File: config.mk
export PLATFORM = sky130hd
export DESIGN_NAME = fcsu_host
export DESIGN_NICKNAME = d
export VERILOG_FILES = /design/src/rtl/fcsu_pkg.sv /design/src/rtl/fcsu_sync.sv /design/src/rtl/fcsu_axil.sv /design/src/rtl/fcsu_host.sv
export SDC_FILE = /design/constraint.sdc
export NUM_CORES = 1
export LEC_CHECK = 0
export ABC_AREA = 1
export BUFFER_PORTS_ARGS = -buffer_cell sky130_fd_sc_hd__buf_4
export CORE_ASPECT_RATIO = 0.6
export CORE_UTILIZATION = 45
export CTS_CLUSTER_SIZE = 25
export DETAILED_ROUTE_END_ITERATION = 10
export PLACE_DENSITY = 0.64
export SLEW_MARGIN = 25
export SYNTH_ARGS = -nofsm -noshare
export SYNTH_HDL_FRONTEND = slang
export SYNTH_SLANG_ARGS = --single-unit
export TNS_END_PERCENT = 10
File: constraint.sdc
create_clock -name ref_clk_i -period 15.2 [get_ports ref_clk_i]
set_input_delay 3.8 -clock ref_clk_i [delete_from_list [all_inputs] [get_ports ref_clk_i]]
set_output_delay 3.8 -clock ref_clk_i [all_outputs]
set_load 0.01 [all_outputs]
File: src/rtl/fcsu_pkg.sv
// fcsu_pkg: constants shared by the flash command host controller.
// assumes a 200 MHz clock and a byte-wide flash with a command latch.
package fcsu_pkg;
  // clock and pin timing
  localparam int CLK_MHZ = 200;
  localparam int STROBE_NS = 100;
  localparam int STROBE_CYC = (STROBE_NS * CLK_MHZ + 999) / 1000;
  localparam int RECOVER_NS = 50;
  localparam int RECOVER_CYC = (RECOVER_NS * CLK_MHZ + 999) / 1000;
  localparam logic [7:0] STROBE_CNT = 8'(STROBE_CYC);
  localparam logic [7:0] RECOVER_CNT = 8'(RECOVER_CYC);
  // flash command bytes
  localparam logic [7:0] CMD_READ_ARRAY = 8'hff;
  localparam logic [7:0] CMD_IDENT = 8'h90;
  localparam logic [7:0] CMD_READ_STATUS = 8'h70;
  localparam logic [7:0] CMD_CLEAR_STATUS = 8'h50;
  localparam logic [7:0] CMD_ERASE_SETUP = 8'h20;
  localparam logic [7:0] CMD_CONFIRM = 8'hd0;
  localparam logic [7:0] CMD_SUSPEND = 8'hb0;
  localparam logic [7:0] CMD_PROG_SETUP = 8'h40;
  // status byte fields
  localparam int SR_READY = 7;
  localparam int SR_SUSP = 6;
  localparam int SR_ERASE_ERR = 5;
  localparam int SR_PROG_ERR = 4;
  localparam int SR_SUPPLY_LOW = 3;
  localparam logic [7:0] SR_USED_MASK = 8'hf8;
  localparam logic [7:0] SR_RESET_VAL = 8'h80;
  // identifier offsets
  localparam logic [16:0] ID_MFR_ADDR = 17'h00000;
  localparam logic [16:0] ID_DEV_ADDR = 17'h00001;
  // axi register offsets
  localparam logic [7:0] REG_CTRL = 8'h00;
  localparam logic [7:0] REG_ADDR = 8'h04;
  localparam logic [7:0] REG_DATA = 8'h08;
  localparam logic [7:0] REG_STAT = 8'h0c;
  localparam logic [7:0] REG_RDATA = 8'h10;
  localparam logic [7:0] REG_FLASH_SR = 8'h14;
  // ctrl register op codes (bits 3:0), bit 8 = go
  localparam int CTRL_GO = 8;
  localparam logic [31:0] CTRL_RESET_VAL = 32'h0000_0000;
  typedef enum logic [3:0] {
    OP_READ_ARRAY, OP_IDENT, OP_READ_STATUS, OP_CLEAR_STATUS,
    OP_ERASE, OP_SUSPEND, OP_RESUME, OP_PROGRAM, OP_READ, OP_POWERDOWN,
    OP_WAKE
  } fcsu_op_t;
  localparam logic [1:0] RESP_OKAY = 2'b00;
  localparam logic [1:0] RESP_SLVERR = 2'b10;
endpackage : fcsu_pkg

File: src/rtl/fcsu_sync.sv
// fcsu_sync: two-flip-flop synchroniser for one bus of pin inputs.
// assumes inputs arrive from outside ref_clk_i; first stage feeds only
// the second.
module fcsu_sync #(
  parameter int W = 8
) (
  // clock and reset
  input wire logic ref_clk_i,
  input wire logic rst_i,
  // pins and synchronised copy
  input wire logic [W-1:0] d_i,
  output logic [W-1:0] q_o
);
  typedef struct packed {
    logic [W-1:0] s1;
    logic [W-1:0] s2;
  } fcsu_sync_t;
  fcsu_sync_t st_r;
  fcsu_sync_t st_nxt;

  // shift one stage per edge
  always_comb begin
    st_nxt = st_r;
    st_nxt.s1 = d_i;
    st_nxt.s2 = st_r.s1;
  end

  always_ff @(posedge ref_clk_i or posedge rst_i) begin
    if (rst_i) begin
      st_r <= '0;
    end else begin
      st_r <= st_nxt;
    end
  end

  assign q_o = st_r.s2;
endmodule : fcsu_sync

File: src/rtl/fcsu_axil.sv
// fcsu_axil: axi4-lite slave holding the controller's own registers.
// assumes one outstanding write and one outstanding read from the master.
module fcsu_axil
  import fcsu_pkg::*;
(
  // clock and reset
  input wire logic ref_clk_i,
  input wire logic rst_i,
  // axi write
  input wire logic [7:0] awaddr_i,
  input wire logic awvalid_i,
  output logic awready_o,
  input wire logic [31:0] wdata_i,
  input wire logic [3:0] wstrb_i,
  input wire logic wvalid_i,
  output logic wready_o,
  output logic [1:0] bresp_o,
  output logic bvalid_o,
  input wire logic bready_i,
  // axi read
  input wire logic [7:0] araddr_i,
  input wire logic arvalid_i,
  output logic arready_o,
  output logic [31:0] rdata_o,
  output logic [1:0] rresp_o,
  output logic rvalid_o,
  input wire logic rready_i,
  // core side
  output logic [3:0] op_o,
  output logic go_o,
  output logic [16:0] addr_o,
  output logic [7:0] data_o,
  input wire logic busy_i,
  input wire logic refused_i,
  input wire logic [7:0] rdata_i,
  input wire logic [7:0] flash_sr_i
);
  typedef struct packed {
    logic aw_ok;
    logic [7:0] awaddr;
    logic w_ok;
    logic [31:0] wdata;
    logic [3:0] wstrb;
    logic bvalid;
    logic [1:0] bresp;
    logic rvalid;
    logic [31:0] rdata;
    logic [1:0] rresp;
    logic [3:0] op;
    logic go;
    logic [16:0] addr;
    logic [7:0] data;
  } fcsu_axil_t;
  fcsu_axil_t st_r;
  fcsu_axil_t st_nxt;
  logic do_wr;

  assign awready_o = !st_r.aw_ok && !st_r.bvalid;
  assign wready_o = !st_r.w_ok && !st_r.bvalid;
  assign arready_o = !st_r.rvalid;
  assign do_wr = st_r.aw_ok && st_r.w_ok && !st_r.bvalid;

  // address and data may arrive in either order; write when both held
  always_comb begin
    st_nxt = st_r;
    st_nxt.go = 1'b0;
    if (awvalid_i && awready_o) begin
      st_nxt.aw_ok = 1'b1;
      st_nxt.awaddr = awaddr_i;
    end
    if (wvalid_i && wready_o) begin
      st_nxt.w_ok = 1'b1;
      st_nxt.wdata = wdata_i;
      st_nxt.wstrb = wstrb_i;
    end
    if (do_wr) begin
      st_nxt.aw_ok = 1'b0;
      st_nxt.w_ok = 1'b0;
      st_nxt.bvalid = 1'b1;
      st_nxt.bresp = RESP_OKAY;
      case (st_r.awaddr)
        REG_CTRL: begin
          if (st_r.wstrb[0]) st_nxt.op = st_r.wdata[3:0];
          // a start while busy is dropped: the core cannot queue orders
          if (st_r.wstrb[1] && st_r.wdata[CTRL_GO] && !busy_i)
            st_nxt.go = 1'b1;
        end
        REG_ADDR: begin
          if (st_r.wstrb[0]) st_nxt.addr[7:0] = st_r.wdata[7:0];
          if (st_r.wstrb[1]) st_nxt.addr[15:8] = st_r.wdata[15:8];
          if (st_r.wstrb[2]) st_nxt.addr[16] = st_r.wdata[16];
        end
        REG_DATA: begin
          if (st_r.wstrb[0]) st_nxt.data = st_r.wdata[7:0];
        end
        REG_STAT, REG_RDATA, REG_FLASH_SR: ;
        default: st_nxt.bresp = RESP_SLVERR;
      endcase
    end
    if (st_r.bvalid && bready_i) st_nxt.bvalid = 1'b0;
    // reads answer one cycle after acceptance
    if (arvalid_i && arready_o) begin
      st_nxt.rvalid = 1'b1;
      st_nxt.rresp = RESP_OKAY;
      case (araddr_i)
        REG_CTRL: st_nxt.rdata = {23'h0, 1'b0, 4'h0, st_r.op};
        REG_ADDR: st_nxt.rdata = {15'h0, st_r.addr};
        REG_DATA: st_nxt.rdata = {24'h0, st_r.data};
        REG_STAT: st_nxt.rdata = {30'h0, refused_i, busy_i};
        REG_RDATA: st_nxt.rdata = {24'h0, rdata_i};
        REG_FLASH_SR: st_nxt.rdata = {24'h0, flash_sr_i};
        default: begin
          st_nxt.rdata = 32'h0;
          st_nxt.rresp = RESP_SLVERR;
        end
      endcase
    end else if (st_r.rvalid && rready_i) begin
      st_nxt.rvalid = 1'b0;
    end
  end

  always_ff @(posedge ref_clk_i or posedge rst_i) begin
    if (rst_i) begin
      st_r <= '0;
    end else begin
      st_r <= st_nxt;
    end
  end

  assign bvalid_o = st_r.bvalid;
  assign bresp_o = st_r.bresp;
  assign rvalid_o = st_r.rvalid;
  assign rdata_o = st_r.rdata;
  assign rresp_o = st_r.rresp;
  assign op_o = st_r.op;
  assign go_o = st_r.go;
  assign addr_o = st_r.addr;
  assign data_o = st_r.data;
endmodule : fcsu_axil

File: src/rtl/fcsu_host.sv
// fcsu_host: host controller driving a byte-wide flash command port.
// assumes the flash samples address and data on the rising write
// strobe and answers reads within the strobe time.
// Notes on behaviour
// - status latched on later falling strobe; raise one before next read
// - host masks the three reserved low status bits; only in flash_sr, the REG_RDATA copy keeps them
// - host checks ready before trusting error bits
// - after supply-low, host clears status before program or erase; the host refuses both until a clear-status order
// - erase is setup byte then confirm, both at block address
// - while suspended only read-array, read-status and resume accepted
// - program is setup byte then address and data write
// - host writes only defined command bytes
// - write is write-enable low with chip-enable low; rising edge latches
//
// Our own choices: the register offsets and the AXI4-Lite slave port.
module fcsu_host
  import fcsu_pkg::*;
(
  // clock and reset
  input wire logic ref_clk_i,
  input wire logic rst_i,
  // axi4-lite write
  input wire logic [7:0] awaddr_i,
  input wire logic awvalid_i,
  output logic awready_o,
  input wire logic [31:0] wdata_i,
  input wire logic [3:0] wstrb_i,
  input wire logic wvalid_i,
  output logic wready_o,
  output logic [1:0] bresp_o,
  output logic bvalid_o,
  input wire logic bready_i,
  // axi4-lite read
  input wire logic [7:0] araddr_i,
  input wire logic arvalid_i,
  output logic arready_o,
  output logic [31:0] rdata_o,
  output logic [1:0] rresp_o,
  output logic rvalid_o,
  input wire logic rready_i,
  // flash control pins
  output logic chip_en_n_o,
  output logic out_en_n_o,
  output logic write_en_n_o,
  output logic powerdown_reset_n_o,
  output logic [16:0] flash_addr_o,
  // flash data pins, oe low while driving
  input wire logic [7:0] flash_dq_i,
  output logic [7:0] flash_dq_o,
  output logic flash_dq_oe_n_o
);
  typedef enum {
    S_IDLE, S_CMD1, S_GAP1, S_CMD2, S_READ, S_RECOVER
  } fcsu_state_t;

  typedef struct packed {
    fcsu_state_t state;
    logic [7:0] cnt;
    logic [7:0] byte1;
    logic [7:0] byte2;
    logic two;
    logic do_read;
    logic ce_n;
    logic oe_n;
    logic we_n;
    logic pd_n;
    logic dq_oe_n;
    logic [7:0] dq;
    logic [16:0] addr;
    logic [7:0] rdata;
    logic [7:0] flash_sr;
    logic status_mode;
    logic suspended;
    logic supply_low_seen;
    logic refused;
  } fcsu_host_t;

  fcsu_host_t st_r;
  fcsu_host_t st_nxt;
  logic [3:0] op;
  logic go;
  logic [16:0] addr;
  logic [7:0] data;
  logic [7:0] dq_sync;
  logic busy;

  assign busy = (st_r.state != S_IDLE);

  fcsu_axil u_regs (
    .ref_clk_i(ref_clk_i),
    .rst_i(rst_i),
    .awaddr_i(awaddr_i),
    .awvalid_i(awvalid_i),
    .awready_o(awready_o),
    .wdata_i(wdata_i),
    .wstrb_i(wstrb_i),
    .wvalid_i(wvalid_i),
    .wready_o(wready_o),
    .bresp_o(bresp_o),
    .bvalid_o(bvalid_o),
    .bready_i(bready_i),
    .araddr_i(araddr_i),
    .arvalid_i(arvalid_i),
    .arready_o(arready_o),
    .rdata_o(rdata_o),
    .rresp_o(rresp_o),
    .rvalid_o(rvalid_o),
    .rready_i(rready_i),
    .op_o(op),
    .go_o(go),
    .addr_o(addr),
    .data_o(data),
    .busy_i(busy),
    .refused_i(st_r.refused),
    .rdata_i(st_r.rdata),
    .flash_sr_i(st_r.flash_sr)
  );

  // data pins come from another timing domain
  fcsu_sync #(.W(8)) u_dq_sync (
    .ref_clk_i(ref_clk_i),
    .rst_i(rst_i),
    .d_i(flash_dq_i),
    .q_o(dq_sync)
  );

  // order decode and pin sequencing
  always_comb begin
    st_nxt = st_r;
    case (st_r.state)
      S_IDLE: begin
        if (go) begin
          st_nxt.refused = 1'b0;
          st_nxt.addr = addr;
          st_nxt.two = 1'b0;
          st_nxt.do_read = 1'b0;
          st_nxt.state = S_CMD1;
          st_nxt.cnt = STROBE_CNT;
          case (fcsu_op_t'(op))
            OP_READ_ARRAY: st_nxt.byte1 = CMD_READ_ARRAY;
            OP_IDENT: st_nxt.byte1 = CMD_IDENT;
            OP_READ_STATUS: st_nxt.byte1 = CMD_READ_STATUS;
            OP_CLEAR_STATUS: st_nxt.byte1 = CMD_CLEAR_STATUS;
            OP_ERASE: begin
              st_nxt.byte1 = CMD_ERASE_SETUP;
              st_nxt.byte2 = CMD_CONFIRM;
              st_nxt.two = 1'b1;
            end
            OP_SUSPEND: st_nxt.byte1 = CMD_SUSPEND;
            OP_RESUME: st_nxt.byte1 = CMD_CONFIRM;
            OP_PROGRAM: begin
              st_nxt.byte1 = CMD_PROG_SETUP;
              st_nxt.byte2 = data;
              st_nxt.two = 1'b1;
            end
            OP_READ: begin
              st_nxt.do_read = 1'b1;
              st_nxt.state = S_READ;
            end
            OP_POWERDOWN: begin
              st_nxt.pd_n = 1'b0;
              st_nxt.state = S_IDLE;
            end
            OP_WAKE: begin
              st_nxt.pd_n = 1'b1;
              st_nxt.status_mode = 1'b0;
              st_nxt.suspended = 1'b0;
              st_nxt.state = S_RECOVER;
              st_nxt.cnt = RECOVER_CNT;
            end
            default: begin
              st_nxt.refused = 1'b1;
              st_nxt.state = S_IDLE;
            end
          endcase
          // after supply-low, program and erase are refused until a clear
          if ((fcsu_op_t'(op) == OP_ERASE || fcsu_op_t'(op) == OP_PROGRAM)
              && st_r.supply_low_seen) begin
            st_nxt.refused = 1'b1;
            st_nxt.state = S_IDLE;
          end
          // suspended flash takes only read-array, status, resume
          if (st_r.suspended && !(fcsu_op_t'(op) == OP_READ_ARRAY ||
              fcsu_op_t'(op) == OP_READ_STATUS ||
              fcsu_op_t'(op) == OP_RESUME || fcsu_op_t'(op) == OP_READ))
          begin
            st_nxt.refused = 1'b1;
            st_nxt.state = S_IDLE;
          end
          // a pin write to powered-down flash would be lost
          if (!st_r.pd_n && fcsu_op_t'(op) != OP_WAKE) begin
            st_nxt.refused = 1'b1;
            st_nxt.state = S_IDLE;
          end
          if (st_nxt.state == S_CMD1) begin
            st_nxt.ce_n = 1'b0;
            st_nxt.we_n = 1'b0;
            st_nxt.dq_oe_n = 1'b0;
            st_nxt.dq = st_nxt.byte1;
          end else if (st_nxt.state == S_READ) begin
            st_nxt.ce_n = 1'b0;
            st_nxt.oe_n = 1'b0;
            st_nxt.cnt = STROBE_CNT;
          end
        end
      end
      S_CMD1, S_CMD2: begin
        // rising write strobe latches address and data
        if (st_r.cnt > 8'h1) begin
          st_nxt.cnt = st_r.cnt - 8'h1;
        end else begin
          st_nxt.we_n = 1'b1;
          st_nxt.ce_n = 1'b1;
          st_nxt.cnt = RECOVER_CNT;
          st_nxt.state = (st_r.state == S_CMD1 && st_r.two) ? S_GAP1
                                                             : S_RECOVER;
          if (st_r.byte1 == CMD_READ_STATUS || st_r.two ||
              st_r.byte1 == CMD_SUSPEND || st_r.byte1 == CMD_CONFIRM)
            st_nxt.status_mode = 1'b1;
          else if (st_r.byte1 != CMD_CLEAR_STATUS)
            st_nxt.status_mode = 1'b0;
          if (st_r.byte1 == CMD_CLEAR_STATUS)
            st_nxt.supply_low_seen = 1'b0;
          if (st_r.byte1 == CMD_SUSPEND) st_nxt.suspended = 1'b1;
          if (st_r.byte1 == CMD_CONFIRM) st_nxt.suspended = 1'b0;
        end
      end
      S_GAP1: begin
        st_nxt.dq_oe_n = 1'b1;
        if (st_r.cnt > 8'h1) begin
          st_nxt.cnt = st_r.cnt - 8'h1;
        end else begin
          st_nxt.state = S_CMD2;
          st_nxt.ce_n = 1'b0;
          st_nxt.we_n = 1'b0;
          st_nxt.dq_oe_n = 1'b0;
          st_nxt.dq = st_r.byte2;
          st_nxt.cnt = STROBE_CNT;
        end
      end
      S_READ: begin
        if (st_r.cnt > 8'h1) begin
          st_nxt.cnt = st_r.cnt - 8'h1;
        end else begin
          st_nxt.rdata = dq_sync;
          if (st_r.status_mode) begin
            // reserved low bits are masked in flash_sr only; rdata keeps them
            st_nxt.flash_sr = dq_sync & SR_USED_MASK;
            if (dq_sync[SR_READY] && dq_sync[SR_SUPPLY_LOW])
              st_nxt.supply_low_seen = 1'b1;
            if (dq_sync[SR_READY] && !dq_sync[SR_SUSP])
              st_nxt.suspended = 1'b0;
          end
          // raise both strobes so the next read relatches status
          st_nxt.oe_n = 1'b1;
          st_nxt.ce_n = 1'b1;
          st_nxt.cnt = RECOVER_CNT;
          st_nxt.state = S_RECOVER;
        end
      end
      S_RECOVER: begin
        st_nxt.dq_oe_n = 1'b1;
        if (st_r.cnt > 8'h1) begin
          st_nxt.cnt = st_r.cnt - 8'h1;
        end else begin
          st_nxt.state = S_IDLE;
        end
      end
      default: st_nxt.state = S_IDLE;
    endcase
  end

  always_ff @(posedge ref_clk_i or posedge rst_i) begin
    if (rst_i) begin
      st_r <= '{state: S_IDLE, ce_n: 1'b1, oe_n: 1'b1, we_n: 1'b1,
                pd_n: 1'b1, dq_oe_n: 1'b1, flash_sr: SR_RESET_VAL,
                default: '0};
    end else begin
      st_r <= st_nxt;
    end
  end

  assign chip_en_n_o = st_r.ce_n;
  assign out_en_n_o = st_r.oe_n;
  assign write_en_n_o = st_r.we_n;
  assign powerdown_reset_n_o = st_r.pd_n;
  assign flash_addr_o = st_r.addr;
  assign flash_dq_o = st_r.dq;
  assign flash_dq_oe_n_o = st_r.dq_oe_n;
endmodule : fcsu_host

==> reports/metrics.yaml, run 1 <==
sta:
  rsz0062_at_grt: "false"
  fmaxAchievable_ghz: 0.191
  setup_tns_ns: 0
  fin_crit_ns: 5.25
  slew_headroom: 0.446
  final_max_slew_viol_count: 0
  hold_viol: 0
  finalCritPeriodShare: 0.345
  clock_skew_ns: 0.0116
  finalSetupViolCount: 0
  tightest_slew_ns: 0.832
clock_network:
  cts-root-buf: "clkbuf_16"
  h-tree-depth: 4
  cts_buffers: 17
  cts_setup_buffers: 0
  path_clk_slew_ns: 0.06
  cts_buffer_depth: 2
  cts_hold_buf: 0
  post_cts_resized: 0
  worstSkewPairLatency_ns: 0.43
  clock_sinks: 172
  cts_tree: "yes"
final_layout:
  fin_nets: 1095
  layout-drive-gt1-share: 0.195
  syn_to_final_growth_pct: 14.7
  layout_common_cells: "286 x nand2_1, 166 x dfrtp_1, 105 x buf_4, 82 x inv_1, 78 x nor2_1"
  final_util: 0.538
  final_common_cell: "nand2_1"
  insertedDiodeCount: 0
routing:
  viasPerCell: 5.02
  drtIter0Drc: 671
  wl_per_cell_um: 15.7
  drc: 0
  num_vias: 6385
  first_pass_iters: 5
  drtAntennaViolNets: 0
  wl_um: 19900
worst_setup_path:
  crit_path_end_kind: "register"
  crit_type: "input pin to register"
  cp-start-kind: "input pin"
  cp.required_ns: 15.49
  arrival_ns: 5.53
  path_max_fanout: 20
pwr:
  seqPwrFrac: 0.473
  max-vdd-ir-drop_uv: 74.2
  intPower_uw: 836
  power.leakage_uw: 0.00474
  power.share.clock: 0.385
  p_comb_frac: 0.142
  swShare: 0.279
  powerDensity_nw_per_um2: 123
  p_sw_uw: 324
  p_total_uw: 1160
yosys:
  synth_cell_types: 45
  syn-cell-area_um2: 8200
  synth_top_area_cell: "dfrtp_1"
  synth_top_area_share: 0.507
  syn_avg_cell_area_um2: 8.49
  synth.top_cells.by_area: "dfrtp_1 51%, nand2_1 13%, buf_4 5.7%, o21ai_0 4.7%, inv_1 3.8%"
  seq_area_frac_synth: 0.526
  yosys_warnings: 0
  synth-seq-cells: 172
  syn_inst: 966
die:
  die_x_um: 176
  die_h_um: 107
  dieArea_um2: 18800
  core_area_um2: 17500
  rows: 37
  initial_core_util: 0.470
  pin_count: 138
placement:
  globalplace.congestion: 0.949
  dpl.hpwl_um: 14600
  io_buffers: 104
global_route:
  grt_pass1_wl_um: 32000
  grtUsageTotal: 0.225
  grt_antenna_before_repair: 0
  grt_max_degree: 93
  grt-ovfl-total: 0
  grt_pass1_vias: 5793
min_path:
  hold_path.class: "register to register"
outcome:
  status: "completed"
flow_run:
  max-cap-violations: 0
## state kept, by name, indices dropped and copies added (netlist names), 4 cells and up
name,cells
u_regs.rdata_o,17
st_r,45
flash_addr_o,17
u_regs.addr_o,17
u_regs.st_r,30
u_regs.op_o,4
u_dq_sync.q_o,8
u_dq_sync.st_nxt,8
u_regs.data_o,8
flash_dq_o,8
## synthesized netlist by cell type (all sizes together)
cell and count:
xnor2 1, nand2 295, a31oi 3, ha 4
nor3 16, xor2 1, o22a 1, o211ai 1
o22ai 4, dfrtp 166, a41oi 1, inv 90
nor4 1, buf 72, mux2 16, dfstp 6
conb 1, o21bai 1, and2 1, clkinv 1
or2 1, clkbuf 11, o31ai 1, nor2 89
a2bb2oi 1, a21oi 31, nand3b 2, o221ai 2
o21ai 86, nand3 50, nand4 10
## stage by stage
step                hold slack [ns]  instances  setup WS, ns  area, um^2
floorplan                     0.331        982          6.75        8260
global placement              0.332       1239          9.48        8780
detailed placement            0.335       1239          9.49        8780
CTS                           0.349       1271          9.93        9390
global route                  0.367       1271          9.63        9400
finish                        0.348       1271          9.95        9400
## power groups by stage
stage	Sequential, uW	Combinational [uW]	Clock, uW
floorplan	542	126	0
global placement	555	161	0
detailed placement	556	163	0
CTS	547	165	454
global route	554	185	474
finish	548	165	446
## final cells by class
type | count | area, um^2
fill | 1654 | 8060
sequential | 172 | 4310
multi-input combinational | 636 | 3040
timing repair buffer | 106 | 800
clock buffer | 21 | 480
inverter | 91 | 347
tap | 234 | 293
clock inverter | 11 | 131
## logic make-up (layout without fill, tap and decap cells)
group                      Yosys count  in the layout  synth area share
and+or+nand+nor                    465            465             0.243
adders and majority gates            4              4           0.00611
buffers and inverters              174            229             0.111
xor gates and xnor gates             2              2           0.00214
DFF                                172            172             0.526
other                                1             17          0.000458
AOI/OAI and AO/OA                  132            132            0.0885
muxes                               16             16            0.0220
## worst paths after layout
path                                                     from                            end  slack, ns  cells after the start
worst max-delay path                                arvalid_i  u_regs.rdata_o[4]$_DFFE_PP0P_       9.95                      5
worst min-delay path            u_dq_sync.st_nxt[4]$_DFF_PP0_     u_dq_sync.q_o[4]$_DFF_PP0_       0.35                      0
worst max register to register     u_regs.op_o[3]$_DFFE_PP0P_           st_r[69]$_DFFE_PP0P_      12.68                     12
worst min register to register  u_dq_sync.st_nxt[4]$_DFF_PP0_     u_dq_sync.q_o[4]$_DFF_PP0_       0.35                      0
max in group asynchronous                               rst_i  u_regs.rdata_o[8]$_DFFE_PP0P_      10.38                      3
min in group asynchronous                               rst_i    u_regs.rvalid_o$_DFFE_PP0P_       3.53                      2
## critical path, stage by stage
cell and delay [ns]:
buf_4 0.11, nand2_1 0.48, clkinv_1 0.66, o21ai_0 0.41, nand2_1 0.09
## layer usage
layer / vias to the layer above / global-route usage / part of all wire
met4: 0 / 0.0404 / 0.0042
met2: 263 / 0.274 / 0.36
met1: 2979 / 0.380 / 0.55
met3: 7 / 0.0615 / 0.090
li1: 3136 / - / -
met5: - / 0 / 0
No activity file was read; power rests on OpenSTA's default activity.
==> run 2: changes to the inputs <==
Settings changed: PLACE_DENSITY 0.64 to 0.67.
Clock period 15.2 ns to 4.7 ns, I/O delays scaled along.
==> run 2 against run 1 <==
Net effect: first-iteration DRC count decreased by 0.30%; sequential share of layout area shrank 0.29 points; largest cell class unchanged; flip-flop and latch count is the same; die area is the same.
==> reports/metrics.yaml, run 2 (synthesis results as in run 1) <==
final_layout:
  fin_nets: 1099
  layout-drive-gt1-share: 0.197
  multiInputGateArea_um2: 3040
  stdcell_count: 1275
  top_regs: "st_r: 45 flops, u_regs.st_r: 30 flops"
  insertedDiodeCount: 0
  fillCellCount: 1622
  syn_to_final_growth_pct: 15.4
  largest_reg_flops: 45
  final_cell_area_um2: 9460
  seqCellArea_um2: 4310
  final_common_cell: "nand2_1"
  layout_common_cells: "286 x nand2_1, 166 x dfrtp_1, 107 x buf_4, 82 x inv_1, 78 x nor2_1"
  max_flop_register: "st_r"
pwr:
  p_total_uw: 3780
  power.leakage_uw: 0.00477
  max-vdd-ir-drop_uv: 288
  powerDensity_nw_per_um2: 400
clock_network:
  worstSkewPairLatency_ns: 0.43
  h-tree-depth: 4
  path_clk_slew_ns: 0.07
  cts_tree: "yes"
  cts_buffers: 17
  clock_sinks: 172
  cts_hold_buf: 0
  post_cts_resized: 0
  cts_setup_buffers: 0
  cts-root-buf: "clkbuf_16"
  cts_buffer_depth: 2
routing:
  drc: 0
  first_pass_iters: 5
  viasPerCell: 5.05
  num_vias: 6437
  wl_um: 19700
  drtIter0Drc: 669
  drtAntennaViolNets: 0
  wl_per_cell_um: 15.5
placement:
  globalplace.congestion: 0.968
  dp_cells: 1242
  place_area_um2: 8830
  io_buffers: 104
  dpl.hpwl_um: 14700
die:
  die_x_um: 176
  rows: 37
  die_h_um: 107
  initial_core_util: 0.470
  pin_count: 138
  dieArea_um2: 18800
  core_area_um2: 17500
worst_setup_path:
  reg2reg_to: "flash_dq_o[7]$_DFFE_PP0P_"
  crit_type: "input pin to register"
  arrival_ns: 3.00
  crit_path_end_kind: "register"
  crit_start: "arvalid_i"
  reg2reg_depth: 12
  cp-start-kind: "input pin"
  cp.required_ns: 4.99
  endpoint: "u_regs.rdata_o[3]$_DFFE_PP0P_"
  path_max_fanout: 20
  reg2reg_slack_ns: 2.28
  worstReg2RegStart: "u_regs.op_o[3]$_DFFE_PP0P_"
global_route:
  grt-ovfl-total: 0
  grt_max_degree: 44
  grt_pass1_wl_um: 32700
  grt_pass1_vias: 6054
  grtUsageTotal: 0.229
  grt_antenna_before_repair: 0
sta:
  fin_crit_ns: 2.71
  finalSetupViolCount: 0
  tightest_slew_ns: 0.708
  finalCritPeriodShare: 0.577
  final_max_slew_viol_count: 0
  hold_viol: 0
  clock_skew_ns: 0.0140
  setup_tns_ns: 0
  slew_headroom: 0.524
  rsz0062_at_grt: "false"
  fmaxAchievable_ghz: 0.369
flow_run:
  max-cap-violations: 0
outcome:
  status: "completed"
min_path:
  hold_path.class: "register to register"
## run 2: cell count changes in the layout (fill, tap and decap cells not counted)
cell	before	now
inv_8	0	1
inv_6	5	6
clkinvlp_4	3	2
bufinv_16	2	3
buf_12	0	3
buf_6	1	0
clkbuf_8	4	0
buf_4	105	107
clkbuf_1	0	1
clkinv_2	1	2
## run 2: where the power goes
group          total [uW]  internal, uW  leakage, uW  switching, uW
clock                1470           850     0.000298            621
combinational         538           212      0.00222            325
sequential           1780          1650      0.00225            127
total                3780          2710      0.00477           1070
## run 2: worst min-delay path by stage
stage	slack (ns)	depth (start not counted)	start	end
2_1_floorplan	0.33	0	u_dq_sync.st_nxt[0]$_DFF_PP0_	u_dq_sync.q_o[0]$_DFF_PP0_
3_3_place_gp	0.33	0	u_dq_sync.st_nxt[5]$_DFF_PP0_	u_dq_sync.q_o[5]$_DFF_PP0_
3_5_place_dp	0.33	0	u_dq_sync.st_nxt[2]$_DFF_PP0_	u_dq_sync.q_o[2]$_DFF_PP0_
4_1_cts	0.35	0	u_dq_sync.st_nxt[2]$_DFF_PP0_	u_dq_sync.q_o[2]$_DFF_PP0_
5_1_grt	0.36	0	u_dq_sync.st_nxt[0]$_DFF_PP0_	u_dq_sync.q_o[0]$_DFF_PP0_
6_report	0.35	0	u_dq_sync.st_nxt[2]$_DFF_PP0_	u_dq_sync.q_o[2]$_DFF_PP0_
## run 2: metal layers
layer	global-route usage	vias to the layer above	part of all wire
met5	0	-	0
met1	0.378	3033	0.53
met4	0.0565	0	0.013
met3	0.0708	23	0.093
li1	-	3143	-
met2	0.275	238	0.37
## run 2: cell type report
cell class | instances | share of cell area
inverters | 91 | 0.0365
flip-flops and latches | 172 | 0.456
clock buffers | 18 | 0.0454
well taps | 234 | 0.0310
repair buffers | 110 | 0.0913
clock inverters | 14 | 0.0191
multi-input cells | 636 | 0.321
## run 2: metrics by stage
step,worst slack [ns],hold slack [ns],utilization
3_3_place_gp,1.62,0.334,0.506
2_1_floorplan,1.33,0.331,-
5_1_grt,1.76,0.356,0.542
4_1_cts,2.04,0.350,0.541
6_report,1.99,0.348,0.542
3_5_place_dp,1.60,0.335,0.506
## run 2: critical path, stage by stage
cell and delay (ns):
buf_4 0.11, nand2_1 0.52, clkinv_1 0.72, o21ai_0 0.39
nand2_1 0.09
